===== src/logic/fephy_pkg.sv =====
// Constants, types and coding tables of the fast Ethernet PHY digital core.
// Function
// - Serialise MAC nibbles into a fast bit stream.
// - Encode 4B/5B, then scramble the coded stream.
// - Convert scrambled NRZ to NRZI, then MLT3.
// - Recover bit clock from NRZI edges, decode NRZ.
// - Descramble received stream, then 4B/5B decode.
// - Present decoded receive data as parallel nibbles.
// - Scrambler and descrambler only in 100 Mbit.
// - Split Manchester; keep receive clock running idle.
// - Pulse collision after each 10 Mbit frame not ended by lockout.
// - Transmit enable over 20 ms at 10 Mbit locks transmitter.
// - Enable low over 250 ms releases lockout.
// - All clocks derive from one reference.
// - Advertise abilities and compare with partner's.
// - Pick highest common mode by fixed priority.
// - Without advertisements, use parallel detection.
// - Negotiation enabled by strap or control bit.
// - Negotiation follows strap after reset; software may change.
// - Forced mode takes speed and duplex bits.
// - Interrupt output flags status changes.
// - MAC reads all registers, writes all but status.
// - Strap copied into control bit at release.
package fephy_pkg;
  localparam int CLK_NS = 50;
  localparam int NS_PER_MS = 1000000;
  localparam int JAB_MS = 20;
  localparam int UNJAB_MS = 250;
  localparam int JAB_CYC = JAB_MS * NS_PER_MS / CLK_NS;
  localparam int UNJAB_CYC = UNJAB_MS * NS_PER_MS / CLK_NS;
  localparam int SQE_NS = 1000;
  localparam int SQE_CYC = (SQE_NS + CLK_NS - 1) / CLK_NS;
  localparam int RX_BIT_NS = 400;
  localparam int RX_BIT_CYC = RX_BIT_NS / CLK_NS;
  localparam logic [7:0] A_CTRL = 8'h00;
  localparam logic [7:0] A_STAT = 8'h04;
  localparam logic [7:0] A_ADV = 8'h08;
  localparam logic [7:0] A_ISTAT = 8'h0c;
  localparam logic [7:0] A_IMASK = 8'h10;
  localparam int B_SPEED = 13;
  localparam int B_AN_EN = 12;
  localparam int B_DUPLEX = 8;
  localparam int ST_LINK = 0;
  localparam int ST_SPD = 1;
  localparam int ST_FDX = 2;
  localparam int ST_JAB = 3;
  localparam int ST_AN = 4;
  localparam int IS_LINK = 0;
  localparam int IS_JAB = 1;
  localparam int SY_LINE = 0;
  localparam int SY_STRAP = 1;
  localparam int SY_LPV = 2;
  localparam int SY_PD100 = 3;
  localparam int SY_PD10 = 4;
  localparam int SCR_T1 = 10;
  localparam int SCR_T2 = 8;
  localparam logic C_SPEED_RST = 1'b1;
  localparam logic C_DUP_RST = 1'b1;
  localparam logic C_AN_RST = 1'b1;
  localparam logic [3:0] ADV_RST = 4'hf;
  localparam logic [1:0] STP_CAP = 2'h2;
  localparam logic [1:0] STP_DONE = 2'h3;
  localparam logic [2:0] TB_LAST10 = 3'h3;
  localparam logic [2:0] TB_LAST100 = 3'h4;
  localparam logic [1:0] ML_POS = 2'h1;
  localparam logic [1:0] ML_NEG = 2'h3;
  localparam logic [1:0] ACT_HOLD = 2'h2;
  localparam logic [3:0] NIB_PRE = 4'h5;
  localparam logic [4:0] SYM_J = 5'h18;
  localparam logic [4:0] SYM_K = 5'h11;
  localparam logic [4:0] SYM_T = 5'h0d;
  localparam logic [4:0] SYM_R = 5'h07;
  localparam logic [4:0] SYM_I = 5'h1f;
  // Mode codes are {link, speed 100, full duplex}.
  localparam logic [2:0] MD_100F = 3'h7;
  localparam logic [2:0] MD_100H = 3'h6;
  localparam logic [2:0] MD_10F = 3'h5;
  localparam logic [2:0] MD_10H = 3'h4;
  localparam logic [2:0] MD_NONE = 3'h0;
  localparam logic [15:0][4:0] ENC_TAB = {5'h1d, 5'h1c, 5'h1b, 5'h1a, 5'h17, 5'h16, 5'h13,
    5'h12, 5'h0f, 5'h0e, 5'h0b, 5'h0a, 5'h15, 5'h14, 5'h09, 5'h1e};
  typedef enum logic [1:0] {TX_IDLE, TX_K, TX_DATA, TX_R} fephy_tx_t;

  // Returns {valid, nibble} for a received five-bit code group.
  function automatic logic [4:0] fephy_dec(input logic [4:0] s);
    logic [4:0] r;
    r = '0;
    for (int i = 0; i < 16; i++) begin
      if (ENC_TAB[i] == s) r = {1'b1, 4'(i)};
    end
    return r;
  endfunction : fephy_dec

  // Picks the best common ability; bit 3 is 100 full, bit 0 is 10 half.
  function automatic logic [2:0] fephy_res(input logic [3:0] c);
    if (c[3]) return MD_100F;
    if (c[2]) return MD_100H;
    if (c[1]) return MD_10F;
    if (c[0]) return MD_10H;
    return MD_NONE;
  endfunction : fephy_res
endpackage : fephy_pkg


===== src/logic/fephy_core.sv =====
// Digital core of the 10/100 twisted-pair PHY with its AHB-Lite register slave.
//
// The AHB-Lite interface to the registers and the register addresses were left to the implementer.
`timescale 1ns/1ps
module fephy_core #(
  parameter int JAB_C = fephy_pkg::JAB_CYC,
  parameter int UNJAB_C = fephy_pkg::UNJAB_CYC,
  parameter int SQE_C = fephy_pkg::SQE_CYC,
  parameter int BIT_C = fephy_pkg::RX_BIT_CYC
) (
  input wire logic hclk,
  input wire logic hresetn,
  input wire logic ce,
  input wire logic hsel,
  input wire logic [31:0] haddr,
  input wire logic [1:0] htrans,
  input wire logic hwrite,
  input wire logic [2:0] hsize,
  input wire logic [31:0] hwdata,
  input wire logic hready,
  output logic [31:0] hrdata,
  output logic hreadyout,
  output logic hresp,
  input wire logic tx_en,
  input wire logic [3:0] txd,
  output logic tx_take,
  output logic mlt_pos,
  output logic mlt_neg,
  output logic tp10_out,
  input wire logic rx_line,
  output logic rx_dv,
  output logic [3:0] rxd,
  output logic rx_er,
  output logic crs,
  output logic col,
  input wire logic negotiation_enable_strap,
  input wire logic [3:0] lp_ability,
  input wire logic lp_valid,
  input wire logic pd_100,
  input wire logic pd_10,
  output logic [3:0] adv_out,
  output logic link_up,
  output logic irq_n
);
  import fephy_pkg::*;

  localparam int JMAX = (JAB_C > UNJAB_C) ? JAB_C : UNJAB_C;
  localparam int JW = $clog2(JMAX + 1);
  localparam int SW = $clog2(SQE_C + 1);
  localparam int PW = $clog2(BIT_C + 1);
  localparam int PH_Q1 = BIT_C / 4;
  localparam int PH_MID = BIT_C / 2;
  localparam int PH_Q3 = 3 * BIT_C / 4;

  typedef struct packed {
    logic [4:0] sy1;
    logic [4:0] sy2;
    logic [3:0] ab1;
    logic [3:0] ab2;
    logic [1:0] stp;
    logic an_en;
    logic spd;
    logic dup;
    logic [3:0] adv;
    logic [1:0] istat;
    logic [1:0] imask;
    logic irq;
    logic link;
    logic m_spd;
    logic m_fdx;
    logic a_wr;
    logic [7:0] a_ad;
    logic [31:0] rdata;
    fephy_tx_t tst;
    logic [2:0] tb;
    logic [4:0] tsh;
    logic [10:0] tscr;
    logic nrzi;
    logic [1:0] ml;
    logic mp;
    logic mn;
    logic take;
    logic tp10;
    logic txact;
    logic jab;
    logic [JW-1:0] jc;
    logic [SW-1:0] sqe;
    logic col;
    logic rl;
    logic rs;
    logic ed;
    logic [PW-1:0] ph;
    logic [10:0] rscr;
    logic [9:0] rw;
    logic [2:0] rb;
    logic inf;
    logic [1:0] act;
    logic dv;
    logic er;
    logic crs;
    logic [3:0] rxd;
  } fephy_st_t;

  localparam fephy_st_t ST_RST = '{an_en: C_AN_RST, spd: C_SPEED_RST, dup: C_DUP_RST,
    adv: ADV_RST, tst: TX_IDLE, default: '0};

  fephy_st_t s_r;
  fephy_st_t s_nxt;
  logic smp;
  logic [9:0] w;

  //////////////////////////////////////////////////////////////////////////////
  // All state runs on hclk; line bit timing is divided from it, no other clock.
  always_comb begin
    logic acc, lvl, edg, nb, d, sc, db, tx_ok, last, m10;
    logic [4:0] dc;
    logic [2:0] md;
    {lvl, edg, nb, d, sc, db, tx_ok, last} = '0;
    dc = '0;
    md = MD_NONE;
    s_nxt = s_r;
    acc = hsel && hready && htrans[1];
    m10 = !s_r.m_spd;
    s_nxt.sy1 = {pd_10, pd_100, lp_valid, negotiation_enable_strap, rx_line};
    s_nxt.sy2 = s_r.sy1;
    s_nxt.ab1 = lp_ability;
    s_nxt.ab2 = s_r.ab1;
    s_nxt.take = 1'b0;
    s_nxt.a_wr = acc && hwrite;
    s_nxt.a_ad = haddr[7:0];
    // A write lands in its data phase; every control bit is reachable.
    if (s_r.a_wr) begin
      case (s_r.a_ad)
        A_CTRL: begin
          s_nxt.spd = hwdata[B_SPEED];
          s_nxt.an_en = hwdata[B_AN_EN];
          s_nxt.dup = hwdata[B_DUPLEX];
        end
        A_ADV: s_nxt.adv = hwdata[3:0];
        A_ISTAT: s_nxt.istat = s_r.istat & ~hwdata[1:0];
        A_IMASK: s_nxt.imask = hwdata[1:0];
        default: ;
      endcase
    end
    // The strap is taken once, two cycles after release, when its sync is valid.
    if (s_r.stp != STP_DONE) s_nxt.stp = s_r.stp + 2'h1;
    if (s_r.stp == STP_CAP) s_nxt.an_en = s_r.sy2[SY_STRAP];
    // Mode is forced, negotiated from both ability sets, or parallel detected.
    md = fephy_res(s_r.adv & s_r.ab2);
    if (!s_r.an_en) begin
      md = {1'b1, s_r.spd, s_r.dup};
    end else if (!s_r.sy2[SY_LPV]) begin
      md = s_r.sy2[SY_PD100] ? MD_100H : (s_r.sy2[SY_PD10] ? MD_10H : MD_NONE);
    end
    {s_nxt.link, s_nxt.m_spd, s_nxt.m_fdx} = md;
    if (md != {s_r.link, s_r.m_spd, s_r.m_fdx}) s_nxt.istat[IS_LINK] = 1'b1;
    // Jabber timer: one counter measures enable high, then enable low.
    if (!s_r.jab && m10) begin
      if (!tx_en) begin
        s_nxt.jc = '0;
      end else if (s_r.jc == JW'(JAB_C)) begin
        s_nxt.jab = 1'b1;
        s_nxt.jc = '0;
        s_nxt.istat[IS_JAB] = 1'b1;
      end else begin
        s_nxt.jc = s_r.jc + 1'b1;
      end
    end else if (s_r.jab) begin
      if (tx_en) begin
        s_nxt.jc = '0;
      end else if (s_r.jc == JW'(UNJAB_C)) begin
        s_nxt.jab = 1'b0;
        s_nxt.jc = '0;
      end else begin
        s_nxt.jc = s_r.jc + 1'b1;
      end
    end else begin
      s_nxt.jc = '0;
    end
    // Transmit: a symbol shifts out MSB first, one bit per cycle.
    tx_ok = tx_en && !(s_r.jab && m10);
    last = s_r.tb == (m10 ? TB_LAST10 : TB_LAST100);
    db = s_r.tsh[4];
    s_nxt.tsh = {s_r.tsh[3:0], 1'b0};
    s_nxt.tb = s_r.tb + 3'h1;
    if (s_r.sqe != '0) s_nxt.sqe = s_r.sqe - 1'b1;
    if (last) begin
      s_nxt.tb = '0;
      unique case (s_r.tst)
        TX_IDLE: begin
          if (tx_ok && m10) begin
            s_nxt.tsh = {txd, 1'b0};
            s_nxt.take = 1'b1;
            s_nxt.txact = 1'b1;
            s_nxt.tst = TX_DATA;
          end else if (tx_ok) begin
            s_nxt.tsh = SYM_J;
            s_nxt.txact = 1'b1;
            s_nxt.tst = TX_K;
          end else begin
            s_nxt.tsh = m10 ? 5'h00 : SYM_I;
            s_nxt.txact = 1'b0;
          end
        end
        TX_K: begin
          s_nxt.tsh = SYM_K;
          s_nxt.tst = TX_DATA;
        end
        TX_DATA: begin
          if (tx_ok) begin
            s_nxt.tsh = m10 ? {txd, 1'b0} : ENC_TAB[txd];
            s_nxt.take = 1'b1;
          end else if (m10) begin
            s_nxt.tsh = 5'h00;
            s_nxt.tst = TX_IDLE;
            s_nxt.txact = 1'b0;
            if (!s_nxt.jab) s_nxt.sqe = SW'(SQE_C);
          end else begin
            s_nxt.tsh = SYM_T;
            s_nxt.tst = TX_R;
          end
        end
        TX_R: begin
          s_nxt.tsh = SYM_R;
          s_nxt.tst = TX_IDLE;
        end
      endcase
    end
    // Scramble, NRZI and MLT3 only at 100; at 10 the raw bit goes out.
    sc = db ^ s_r.tscr[SCR_T1] ^ s_r.tscr[SCR_T2];
    // Bits still in the shifter when the lockout starts are dropped, not sent.
    s_nxt.tp10 = m10 && db && !s_r.jab;
    if (!m10) begin
      s_nxt.tscr = {s_r.tscr[9:0], sc};
      s_nxt.nrzi = s_r.nrzi ^ sc;
      if (s_nxt.nrzi != s_r.nrzi) s_nxt.ml = s_r.ml + 2'h1;
    end
    s_nxt.mp = !m10 && (s_nxt.ml == ML_POS);
    s_nxt.mn = !m10 && (s_nxt.ml == ML_NEG);
    // Receive bit clock: a phase counter that free-runs and locks to edges.
    lvl = s_r.sy2[SY_LINE];
    edg = lvl ^ s_r.rl;
    s_nxt.rl = lvl;
    s_nxt.ph = (s_r.ph == PW'(BIT_C - 1)) ? '0 : s_r.ph + 1'b1;
    if (edg && !m10) begin
      s_nxt.ph = '0;
    end else if (edg && s_r.ph >= PW'(PH_Q1) && s_r.ph < PW'(PH_Q3)) begin
      s_nxt.ph = PW'(PH_MID);
    end
    smp = s_r.ph == PW'(m10 ? PH_Q3 : PH_MID);
    s_nxt.ed = smp ? 1'b0 : (s_r.ed || edg);
    w = {s_r.rw[8:0], 1'b0};
    if (smp) begin
      nb = m10 ? lvl : (lvl ^ s_r.rs);
      s_nxt.rs = lvl;
      d = m10 ? nb : (nb ^ s_r.rscr[SCR_T1] ^ s_r.rscr[SCR_T2]);
      if (!m10) s_nxt.rscr = {s_r.rscr[9:0], nb};
      s_nxt.er = 1'b0;
      if (m10) begin
        s_nxt.act = (s_r.ed || edg) ? ACT_HOLD : ((s_r.act != '0) ? s_r.act - 2'h1 : '0);
        s_nxt.crs = s_nxt.act != '0;
        s_nxt.dv = s_nxt.crs;
        s_nxt.inf = 1'b0;
        s_nxt.rw = {6'h00, d, s_r.rw[3:1]};
        s_nxt.rb = (s_r.rb == TB_LAST10) ? 3'h0 : s_r.rb + 3'h1;
        if (s_r.rb == TB_LAST10) s_nxt.rxd = s_nxt.rw[3:0];
      end else begin
        w = {s_r.rw[8:0], d};
        s_nxt.rw = w;
        s_nxt.rb = (s_r.rb == TB_LAST100) ? 3'h0 : s_r.rb + 3'h1;
        dc = fephy_dec(w[4:0]);
        if (!s_r.inf) begin
          if (w == {SYM_J, SYM_K}) begin
            s_nxt.inf = 1'b1;
            s_nxt.rb = 3'h0;
            s_nxt.crs = 1'b1;
            s_nxt.dv = 1'b1;
            s_nxt.rxd = NIB_PRE;
          end
        end else if (s_r.rb == TB_LAST100) begin
          if (w[4:0] == SYM_T || w[4:0] == SYM_I) begin
            s_nxt.inf = 1'b0;
            s_nxt.crs = 1'b0;
            s_nxt.dv = 1'b0;
          end else if (dc[4]) begin
            s_nxt.rxd = dc[3:0];
          end else begin
            s_nxt.er = 1'b1;
          end
        end
      end
    end
    // Collision: lockout, SQE pulse, or both directions busy in half duplex.
    s_nxt.col = (s_nxt.jab && m10) || (s_nxt.sqe != '0) ||
      (!s_r.m_fdx && s_nxt.txact && s_nxt.crs);
    s_nxt.irq = |(s_nxt.istat & s_nxt.imask);
    // Read data is captured in the address phase, after any write lands.
    s_nxt.rdata = '0;
    if (acc && !hwrite) begin
      case (haddr[7:0])
        A_CTRL: begin
          s_nxt.rdata[B_SPEED] = s_nxt.spd;
          s_nxt.rdata[B_AN_EN] = s_nxt.an_en;
          s_nxt.rdata[B_DUPLEX] = s_nxt.dup;
        end
        A_STAT: begin
          s_nxt.rdata[ST_LINK] = s_nxt.link;
          s_nxt.rdata[ST_SPD] = s_nxt.m_spd;
          s_nxt.rdata[ST_FDX] = s_nxt.m_fdx;
          s_nxt.rdata[ST_JAB] = s_nxt.jab;
          s_nxt.rdata[ST_AN] = s_nxt.an_en;
        end
        A_ADV: s_nxt.rdata[3:0] = s_nxt.adv;
        A_ISTAT: s_nxt.rdata[1:0] = s_nxt.istat;
        A_IMASK: s_nxt.rdata[1:0] = s_nxt.imask;
        default: ;
      endcase
    end
  end

  // State register; the clock enable freezes everything.
  always_ff @(posedge hclk or negedge hresetn) begin
    if (!hresetn) begin
      s_r <= ST_RST;
    end else if (ce) begin
      s_r <= s_nxt;
    end
  end

  //////////////////////////////////////////////////////////////////////////////
  // Outputs come from the state register, except the nibble take, which comes from s_nxt, and the tied-off ready and response.
  assign hrdata = s_r.rdata;
  assign hreadyout = 1'b1;
  assign hresp = 1'b0;
  assign tx_take = s_nxt.take && ce;
  assign mlt_pos = s_r.mp;
  assign mlt_neg = s_r.mn;
  assign tp10_out = s_r.tp10;
  assign rx_dv = s_r.dv;
  assign rxd = s_r.rxd;
  assign rx_er = s_r.er;
  assign crs = s_r.crs;
  assign col = s_r.col;
  assign adv_out = s_r.adv;
  assign link_up = s_r.link;
  assign irq_n = !s_r.irq;
endmodule : fephy_core


===== config.mk =====
export PLATFORM = sky130hd
export DESIGN_NAME = fephy_core
export DESIGN_NICKNAME = d
export VERILOG_FILES = /design/src/logic/fephy_pkg.sv /design/src/logic/fephy_core.sv
export SDC_FILE = /design/constraint.sdc
export NUM_CORES = 1
export LEC_CHECK = 0
export BUFFER_PORTS_ARGS = -buffer_cell sky130_fd_sc_hd__buf_2
export CAP_MARGIN = 5
export CORE_ASPECT_RATIO = 1.4
export CORE_UTILIZATION = 61
export DETAILED_ROUTE_END_ITERATION = 10
export PLACE_DENSITY_LB_ADDON = 0.25
export SETUP_SLACK_MARGIN = 0.2
export SLEW_MARGIN = 20
export SYNTH_ARGS = -nofsm -noshare
export SYNTH_HDL_FRONTEND = slang
export SYNTH_SLANG_ARGS = --single-unit

===== constraint.sdc =====
create_clock -name hclk -period 5.8 [get_ports hclk]
set_input_delay 1.74 -clock hclk [delete_from_list [all_inputs] [get_ports hclk]]
set_output_delay 1.74 -clock hclk [all_outputs]
set_load 0.01 [all_outputs]

==> results of run 1 <==
## final cells by class
class | count | area, um2
Timing Repair Buffer | 67 | 359.1
Clock buffer | 19 | 452.9
Tap cell | 153 | 191.4
Clock inverter | 13 | 110.1
Inverter | 30 | 112.6
Multi-Input combinational cell | 577 | 3775
Fill cell | 987 | 4075
Sequential cell | 149 | 3737
## cells in the mapped netlist (all sizes together), types with 6 or more instances
library cell,n
a21o,7
a21oi,32
a31oi,6
buf,54
clkbuf,23
dfrtp,142
dfstp,7
ha,12
inv,30
mux2,59
mux2i,14
nand2,81
nand2b,9
nand3,34
nand4,11
nor2,77
nor3,16
nor3b,6
o21ai,39
o22ai,7
o2bb2ai,8
o31ai,11
xnor2,18
xor2,21
## metrics by stage
| step | setup slack, ps | total power [uW] | utilization (%) | instances | hold WS [ps] |
|---|---|---|---|---|---|
| after floorplan | 1274 | 2259 | - | 833 | 431.2 |
| after global placement | 1506 | 2426 | 63.78 | 976 | 448.5 |
| after detailed placement | 1521 | 2507 | 63.78 | 976 | 462.7 |
| after CTS | 1520 | 3564 | 68.18 | 1008 | 485.0 |
| after global routing | 1403 | 3755 | 68.20 | 1008 | 500.9 |
| final | 1509 | 3553 | 68.20 | 1008 | 482.4 |
## worst max-delay path, cell delays in order
cell and delay, ps:
buf_2 200, inv_1 160, nor3_1 270, buf_2 180
## kinds of logic (layout without fill, tap and decap cells)
kind of cell / after synthesis / after routing / share of synthesized area, %
XOR/XNOR: 40 / 40 / 4.555
flip-flops: 149 / 149 / 46.75
buffers and inverters: 107 / 129 / 7.153
other: 2 / 26 / 0.09395
AND/OR/NAND/NOR: 275 / 275 / 16.97
AO/OA/AOI/OAI: 151 / 151 / 12.54
multiplexers: 73 / 73 / 10.06
adder cells (fa/ha/maj): 12 / 12 / 1.878
## power by group
part	internal, uW	total, uW	switching (uW)	leakage [uW]
clock	582	1050	468	0.000279
combinational	433	982	549	0.00184
sequential	1280	1520	241	0.00187
## how the worst min path moves through the flow
stage                                endpoint
after floorplan           s_r[21]$_DFFE_PN0P_
after global placement    s_r[21]$_DFFE_PN0P_
after detailed placement    rx_er$_DFFE_PN0P_
after CTS                   rx_er$_DFFE_PN0P_
after global routing       rxd[0]$_DFFE_PN0P_
final                      rxd[1]$_DFFE_PN0P_
## placed cells by master (no fill, tap or decap), drive strengths merged, types with 16 or more instances in the layout
| cell type | synthesis | final |
|---|---|---|
| a21oi | 32 | 32 |
| buf | 54 | 66 |
| clkbuf | 23 | 20 |
| conb | 2 | 26 |
| dfrtp | 142 | 142 |
| inv | 30 | 37 |
| mux2 | 59 | 59 |
| nand2 | 81 | 81 |
| nand3 | 34 | 34 |
| nor2 | 77 | 77 |
| nor3 | 16 | 16 |
| o21ai | 39 | 39 |
| xnor2 | 18 | 18 |
| xor2 | 21 | 21 |
## state kept, by name (all words and copies together) (netlist names)
signal / count
adv_out: 4
col: 1
crs: 1
hrdata: 8
link_up: 1
mlt_neg: 1
mlt_pos: 1
rx_dv: 1
rx_er: 1
rxd: 4
s_nxt: 10
s_r: 115
tp10_out: 1
## layer usage
layer  GRT usage [%]  vias up  wire length, um
li1                -     2853                -
met1           32.93     2979             7033
met2           44.44      218             8641
met3           4.820       49              775
met4           16.58        0              703
met5               0        -                0
==> results by group, run 1 <==
Setup path
  • CP max FO: 11
  • Reg2Reg Setup Slack: 2710 ps
  • Startpoint types: input pin
  • Setup crit start: tx_en
  • Data required, critical path: 4060 ps
  • Crit path DAT: 2550 ps
  • Crit. End Element: primary output
  • Reg2reg path depth: 7
  • Crit Reg-Reg Endpoint: rxd[2]$_DFFE_PN0P_
  • Crit Path Class: in2out
  • RR Startpoint: s_r[142]$_DFFE_PN0P_
  • Worst Setup EP: tx_take

Timing
  • Rel. slew slack: 39.33%
  • Setup violators final: 0
  • Period utilisation layout: 73.97%
  • Crit path time final: 4291 ps
  • Max Clock Freq: 233.1 MHz
  • Slew @ Worst Pin: 910.1 ps
  • Setup TNS: 0 ps
  • RSZ-0062 raised after global routing: no
  • Clk_skew: 14.08 ps
  • Final Hold Fails: 0
  • Max-slew violations: 0

Yosys
  • YS warnings: 0
  • Post-synth cell types: 78
  • Number of flops mapped to enable cells by yosys: 0
  • Yosys top cell area share: 44.45%
  • Asr flop ratio synth: 100.0%
  • Seq cells post-synth: 149
  • Cells after Synth: 809
  • Yosys top cell by area: dfrtp_1
  • Syn avg cell area: 9.881 um2
  • Top_reg_cell synth: dfrtp_1
  • Seq/Total Area, Yosys: 46.75%
  • Synth top area cells: dfrtp_1 44%, mux2_2 7.7%, buf_4 4.1%
  • Syn Std Cell Area: 7994 um2

Detailed routing
  • Drt total wl: 17150 um
  • Vias: 6099
  • DRC violations left: 0
  • DRT antenna net count: 0
  • Vias/cell: 6.051
  • DR WL/cell: 17.02 um
  • Drt initial violations: 342
  • DR pass1 iterations: 5

Clock tree
  • CTS tree: built
  • Clock-pin transition on the worst setup and hold timing paths: 70 ps
  • Clock Sinks: 149
  • # resized after CTS: 0
  • Insertion delay to the later sink of the worst-skew pair: 430 ps
  • Post-CTS Setup Inserts: 0
  • Clock Path Buffers: 2
  • CTS hold repair buffers: 0
  • Cts bufs inserted: 17
  • H-tree lvl count: 4
  • Root Buffer: clkbuf_16

Pwr
  • Peak VDD IR: 0.2431 mV
  • Lkg Pwr: 0.003988 uW
  • PwrDens: 406.5 nW/um2

Floorplan
  • Die area: 13570 um2
  • Chip height: 137.5 um
  • Die W: 98.75 um
  • Std-Cell Rows: 49
  • I/O pins: 141
  • Initial Util: 62.39%
  • CORE AREA: 12810 um2

Placement
  • RD Place Congestion: 0.9016
  • Post-DP Area: 8173 um2
  • Port bufs: 61
  • Dpl hpwl: 11690 um

Global route
  • Pin count of the biggest net entering global routing: 117
  • Initial antenna violation count: 0
  • Total grt overflow: 0
  • Global-route usage over all layers: 26.90%
  • Number of global-route vias before repair: 6107
  • First-pass GRT wire length: 28710 um

Finish
  • Post-route design area: 8738 um2
  • Final net count: 943
  • Diodes inserted: 0
  • Synth-to-Final Area Change: 9.313%
  • Layout cells sized above 1: 20.23%

Worst hold path
  • HP Class: reg2reg
  • Hold Path Depth: 1
  • Min-delay src: rxd[1]$_DFFE_PN0P_

Run
  • Max-Cap Viols: 0

Run status
  • Status: completed
Power figures use the tool's default switching activity.
==> run 2: changes to the inputs <==
- CORE_UTILIZATION: 61 -> 51
- clock period: 5.8 -> 3.8 ns (I/O delays scaled with it)
==> results by group, run 2 (synthesized netlist as in run 1, its figures left out) <==
Setup path
  • Bufs and invs on worst path: 1 (-2)
  • CP max FO: 6 (-5)
  • Data required, critical path: 2660 ps (-1400 ps)
  • Crit. End Element: primary output
  • Crit-path cells: or4bb_1, and2_1, nor2_1, nand2_1, nor3_2, buf_2
  • Worst path slowest cell: or4bb_1
  • Reg2reg path depth: 7 (unchanged)
  • Crit path DAT: 2370 ps (-180 ps)
  • CP delay by family, top: simple AND/OR/NAND/NOR gates
  • Startpoint types: register
  • Max incr delay on CP: 520 ps (+250 ps)
  • Crit Path Class: reg2out
  • Cell depth of the worst setup path: 6 (+2)

Global route
  • Number of global-route vias before repair: 5840 (-4.4%)
  • Global routing usage on met1: 27.54% (-5.4 points)
  • Initial antenna violation count: 0 (unchanged)
  • Global-route usage over all layers: 22.42% (-4.5 points)
  • First-pass GRT wire length: 28300 um (-1.4%)
  • Grt met3 use: 3.636% (-1.2 points)
  • Global routing usage on met2: 39.17% (-5.3 points)
  • Total grt overflow: 0 (unchanged)
  • Grt peak-use layer: met2
  • Pin count of the biggest net entering global routing: 77 (-34%)

Placement
  • Port bufs: 61 (unchanged)
  • Dpl hpwl: 11880 um (+1.6%)
  • RD Place Congestion: 0.8742 (-3.0%)

Detailed routing
  • DRC violations left: 0 (unchanged)
  • Drt total wl: 17030 um (-0.72%)
  • DR WL/cell: 16.22 um (-4.7%)
  • DRT antenna net count: 0 (unchanged)
  • Vias/cell: 5.690 (-6.0%)
  • DR pass1 iterations: 4 (-1)
  • Drt initial violations: 279 (-18%)
  • Vias: 5975 (-2.0%)

Timing
  • Setup TNS: 0 ps (unchanged)
  • Period utilisation layout: 92.37%
  • Crit path time final: 3510 ps
  • Final hold slack: 466.6 ps (-15.79 ps)
  • Clk_skew: 11.42 ps (-2.658 ps)
  • Slew @ Worst Pin: 760.9 ps (-149.2 ps)
  • Setup violators final: 0 (unchanged)
  • Rel. slew slack: 48.81% (+9.5 points)
  • Max Clock Freq: 284.9 MHz
  • RSZ-0062 raised after global routing: no
  • Max-slew violations: 0 (unchanged)
  • Final Hold Fails: 0 (unchanged)

Floorplan
  • Chip height: 150.1 um (+9.2%)
  • I/O pins: 141 (unchanged)
  • Std-Cell Rows: 53 (+8.2%)
  • Die W: 107.8 um (+9.2%)
  • Die area: 16190 um2 (+19%)
  • CORE AREA: 15190 um2 (+19%)
  • Initial Util: 52.64% (-9.7 points)

Worst hold path
  • HP Class: reg2reg
  • Hold Path Depth: 2 (+1)

Finish
  • Util after Layout: 58.19% (-10 points)
  • Commonest non-fill, non-tap cell in the layout: dfrtp_1
  • Total area of sequential cells: 3737 um2 (unchanged)
  • Biggest register: s_r
  • Layout cells sized above 1: 20.51% (+0.28 points)
  • Max reg flops: 115 (unchanged)
  • Commonest non-fill, non-tap cells in the layout: 142 x dfrtp_1, 81 x nand2_1, 77 x nor2_1
  • Synth-to-Final Area Change: 10.53%
  • Final net count: 946 (+0.32%)
  • Multi-input logic area: 3780 um2 (+0.13%)
  • Fillers: 1281 (+30%)
  • Diodes inserted: 0 (unchanged)

Pwr
  • P_sw: 1879 uW (+49%)
  • Sequential Power Share: 42.7% (about the same)
  • Design Power: 5441 uW (+53%)
  • PwrDens: 615.8 nW/um2 (+51%)
  • Combinational cell fraction of total power: 27.3% (-0.3 points)
  • Net Sw Frac: 34.54% (-0.88 points)
  • Peak VDD IR: 0.2976 mV (+22%)
  • Lkg Pwr: 0.003998 uW (+0.25%)
  • Clock network power share: 30.0% (+0.4 points)
  • Int Pwr: 3562 uW (+55%)

Run
  • Max-Cap Viols: 0 (unchanged)

Run status
  • Status: completed

Clock tree
  • CTS hold repair buffers: 0 (unchanged)
  • Cts bufs inserted: 17 (unchanged)
  • Clock Path Buffers: 2 (unchanged)
  • Root Buffer: clkbuf_16
  • CTS tree: built
  • H-tree lvl count: 4 (unchanged)
  • Insertion delay to the later sink of the worst-skew pair: 430 ps (about the same)
  • Clock-pin transition on the worst setup and hold timing paths: 60 ps (about the same)
  • Clock Sinks: 149 (unchanged)
-- run 2: changes by cell type in the layout (fill, tap and decap cells not counted), sizes merged --
cell	previous run	this run
bufinv	0	1
clkinvlp	1	4
inv	37	35
buf	66	70
clkinv	5	2
-- run 2: tightest hold or removal path: stages, from the launching register on --
cell,delay (ps)
dfrtp_1,340
nand2_1,50
nand2_1,50
-- run 2: final timing paths --
kind / end / slack, ps / start
min in group asynchronous: s_nxt[167]$_DFFE_PN0P_ / 720 / hresetn
hold reg to reg: s_r[21]$_DFFE_PN0P_ / 470 / s_r[21]$_DFFE_PN0P_
max in group asynchronous: s_r[71]$_DFFE_PN0P_ / 2290 / hresetn
setup reg to reg: rxd[2]$_DFFE_PN0P_ / 970 / s_r[142]$_DFFE_PN0P_
setup / recovery: tx_take / 290 / s_r[142]$_DFFE_PN0P_
hold / removal: s_r[21]$_DFFE_PN0P_ / 470 / s_r[21]$_DFFE_PN0P_
-- run 2: per-stage QoR --
| stage | cells | area, um2 | worst slack (ps) |
|---|---|---|---|
| floorplan | 833 | 8084 | 473.9 |
| global placement | 1018 | 8257 | 600.4 |
| detailed placement | 1018 | 8257 | 586.8 |
| CTS | 1050 | 8831 | 210.7 |
| global route | 1050 | 8836 | 228.0 |
| finish | 1050 | 8836 | 290.1 |
-- run 2: final cells by class --
type / count / share of cell area (%)
Timing Repair Buffer: 70 / 4.432
Tap cell: 192 / 2.719
Sequential cell: 149 / 42.30
Clock inverter: 12 / 1.331
Inverter: 30 / 1.274
Clock buffer: 20 / 5.169
Multi-Input combinational cell: 577 / 42.78
-- run 2: timing repair --
action	in CTS	in global routing
buffers inserted	0	0
endpoints found under the setup margin	0	1
gates resized for setup	0	1
-- run 2: power groups by stage --
| stage | Clock [uW] | Combinational (uW) | Sequential (uW) |
|---|---|---|---|
| 6_report | 1630 | 1490 | 2320 |
| 5_1_grt | 1730 | 1670 | 2380 |
| 2_1_floorplan | 0 | 1250 | 2200 |
| 3_5_place_dp | 0 | 1480 | 2340 |
| 3_3_place_gp | 0 | 1420 | 2310 |
| 4_1_cts | 1660 | 1500 | 2320 |
-- run 2: per-layer routing --
| metal | wire length [um] | share of wire, % |
|---|---|---|
| met1 | 7219 | 42 |
| met2 | 8753 | 51 |
| met3 | 615 | 3.6 |
| met4 | 442 | 2.6 |
| met5 | 0 | 0 |
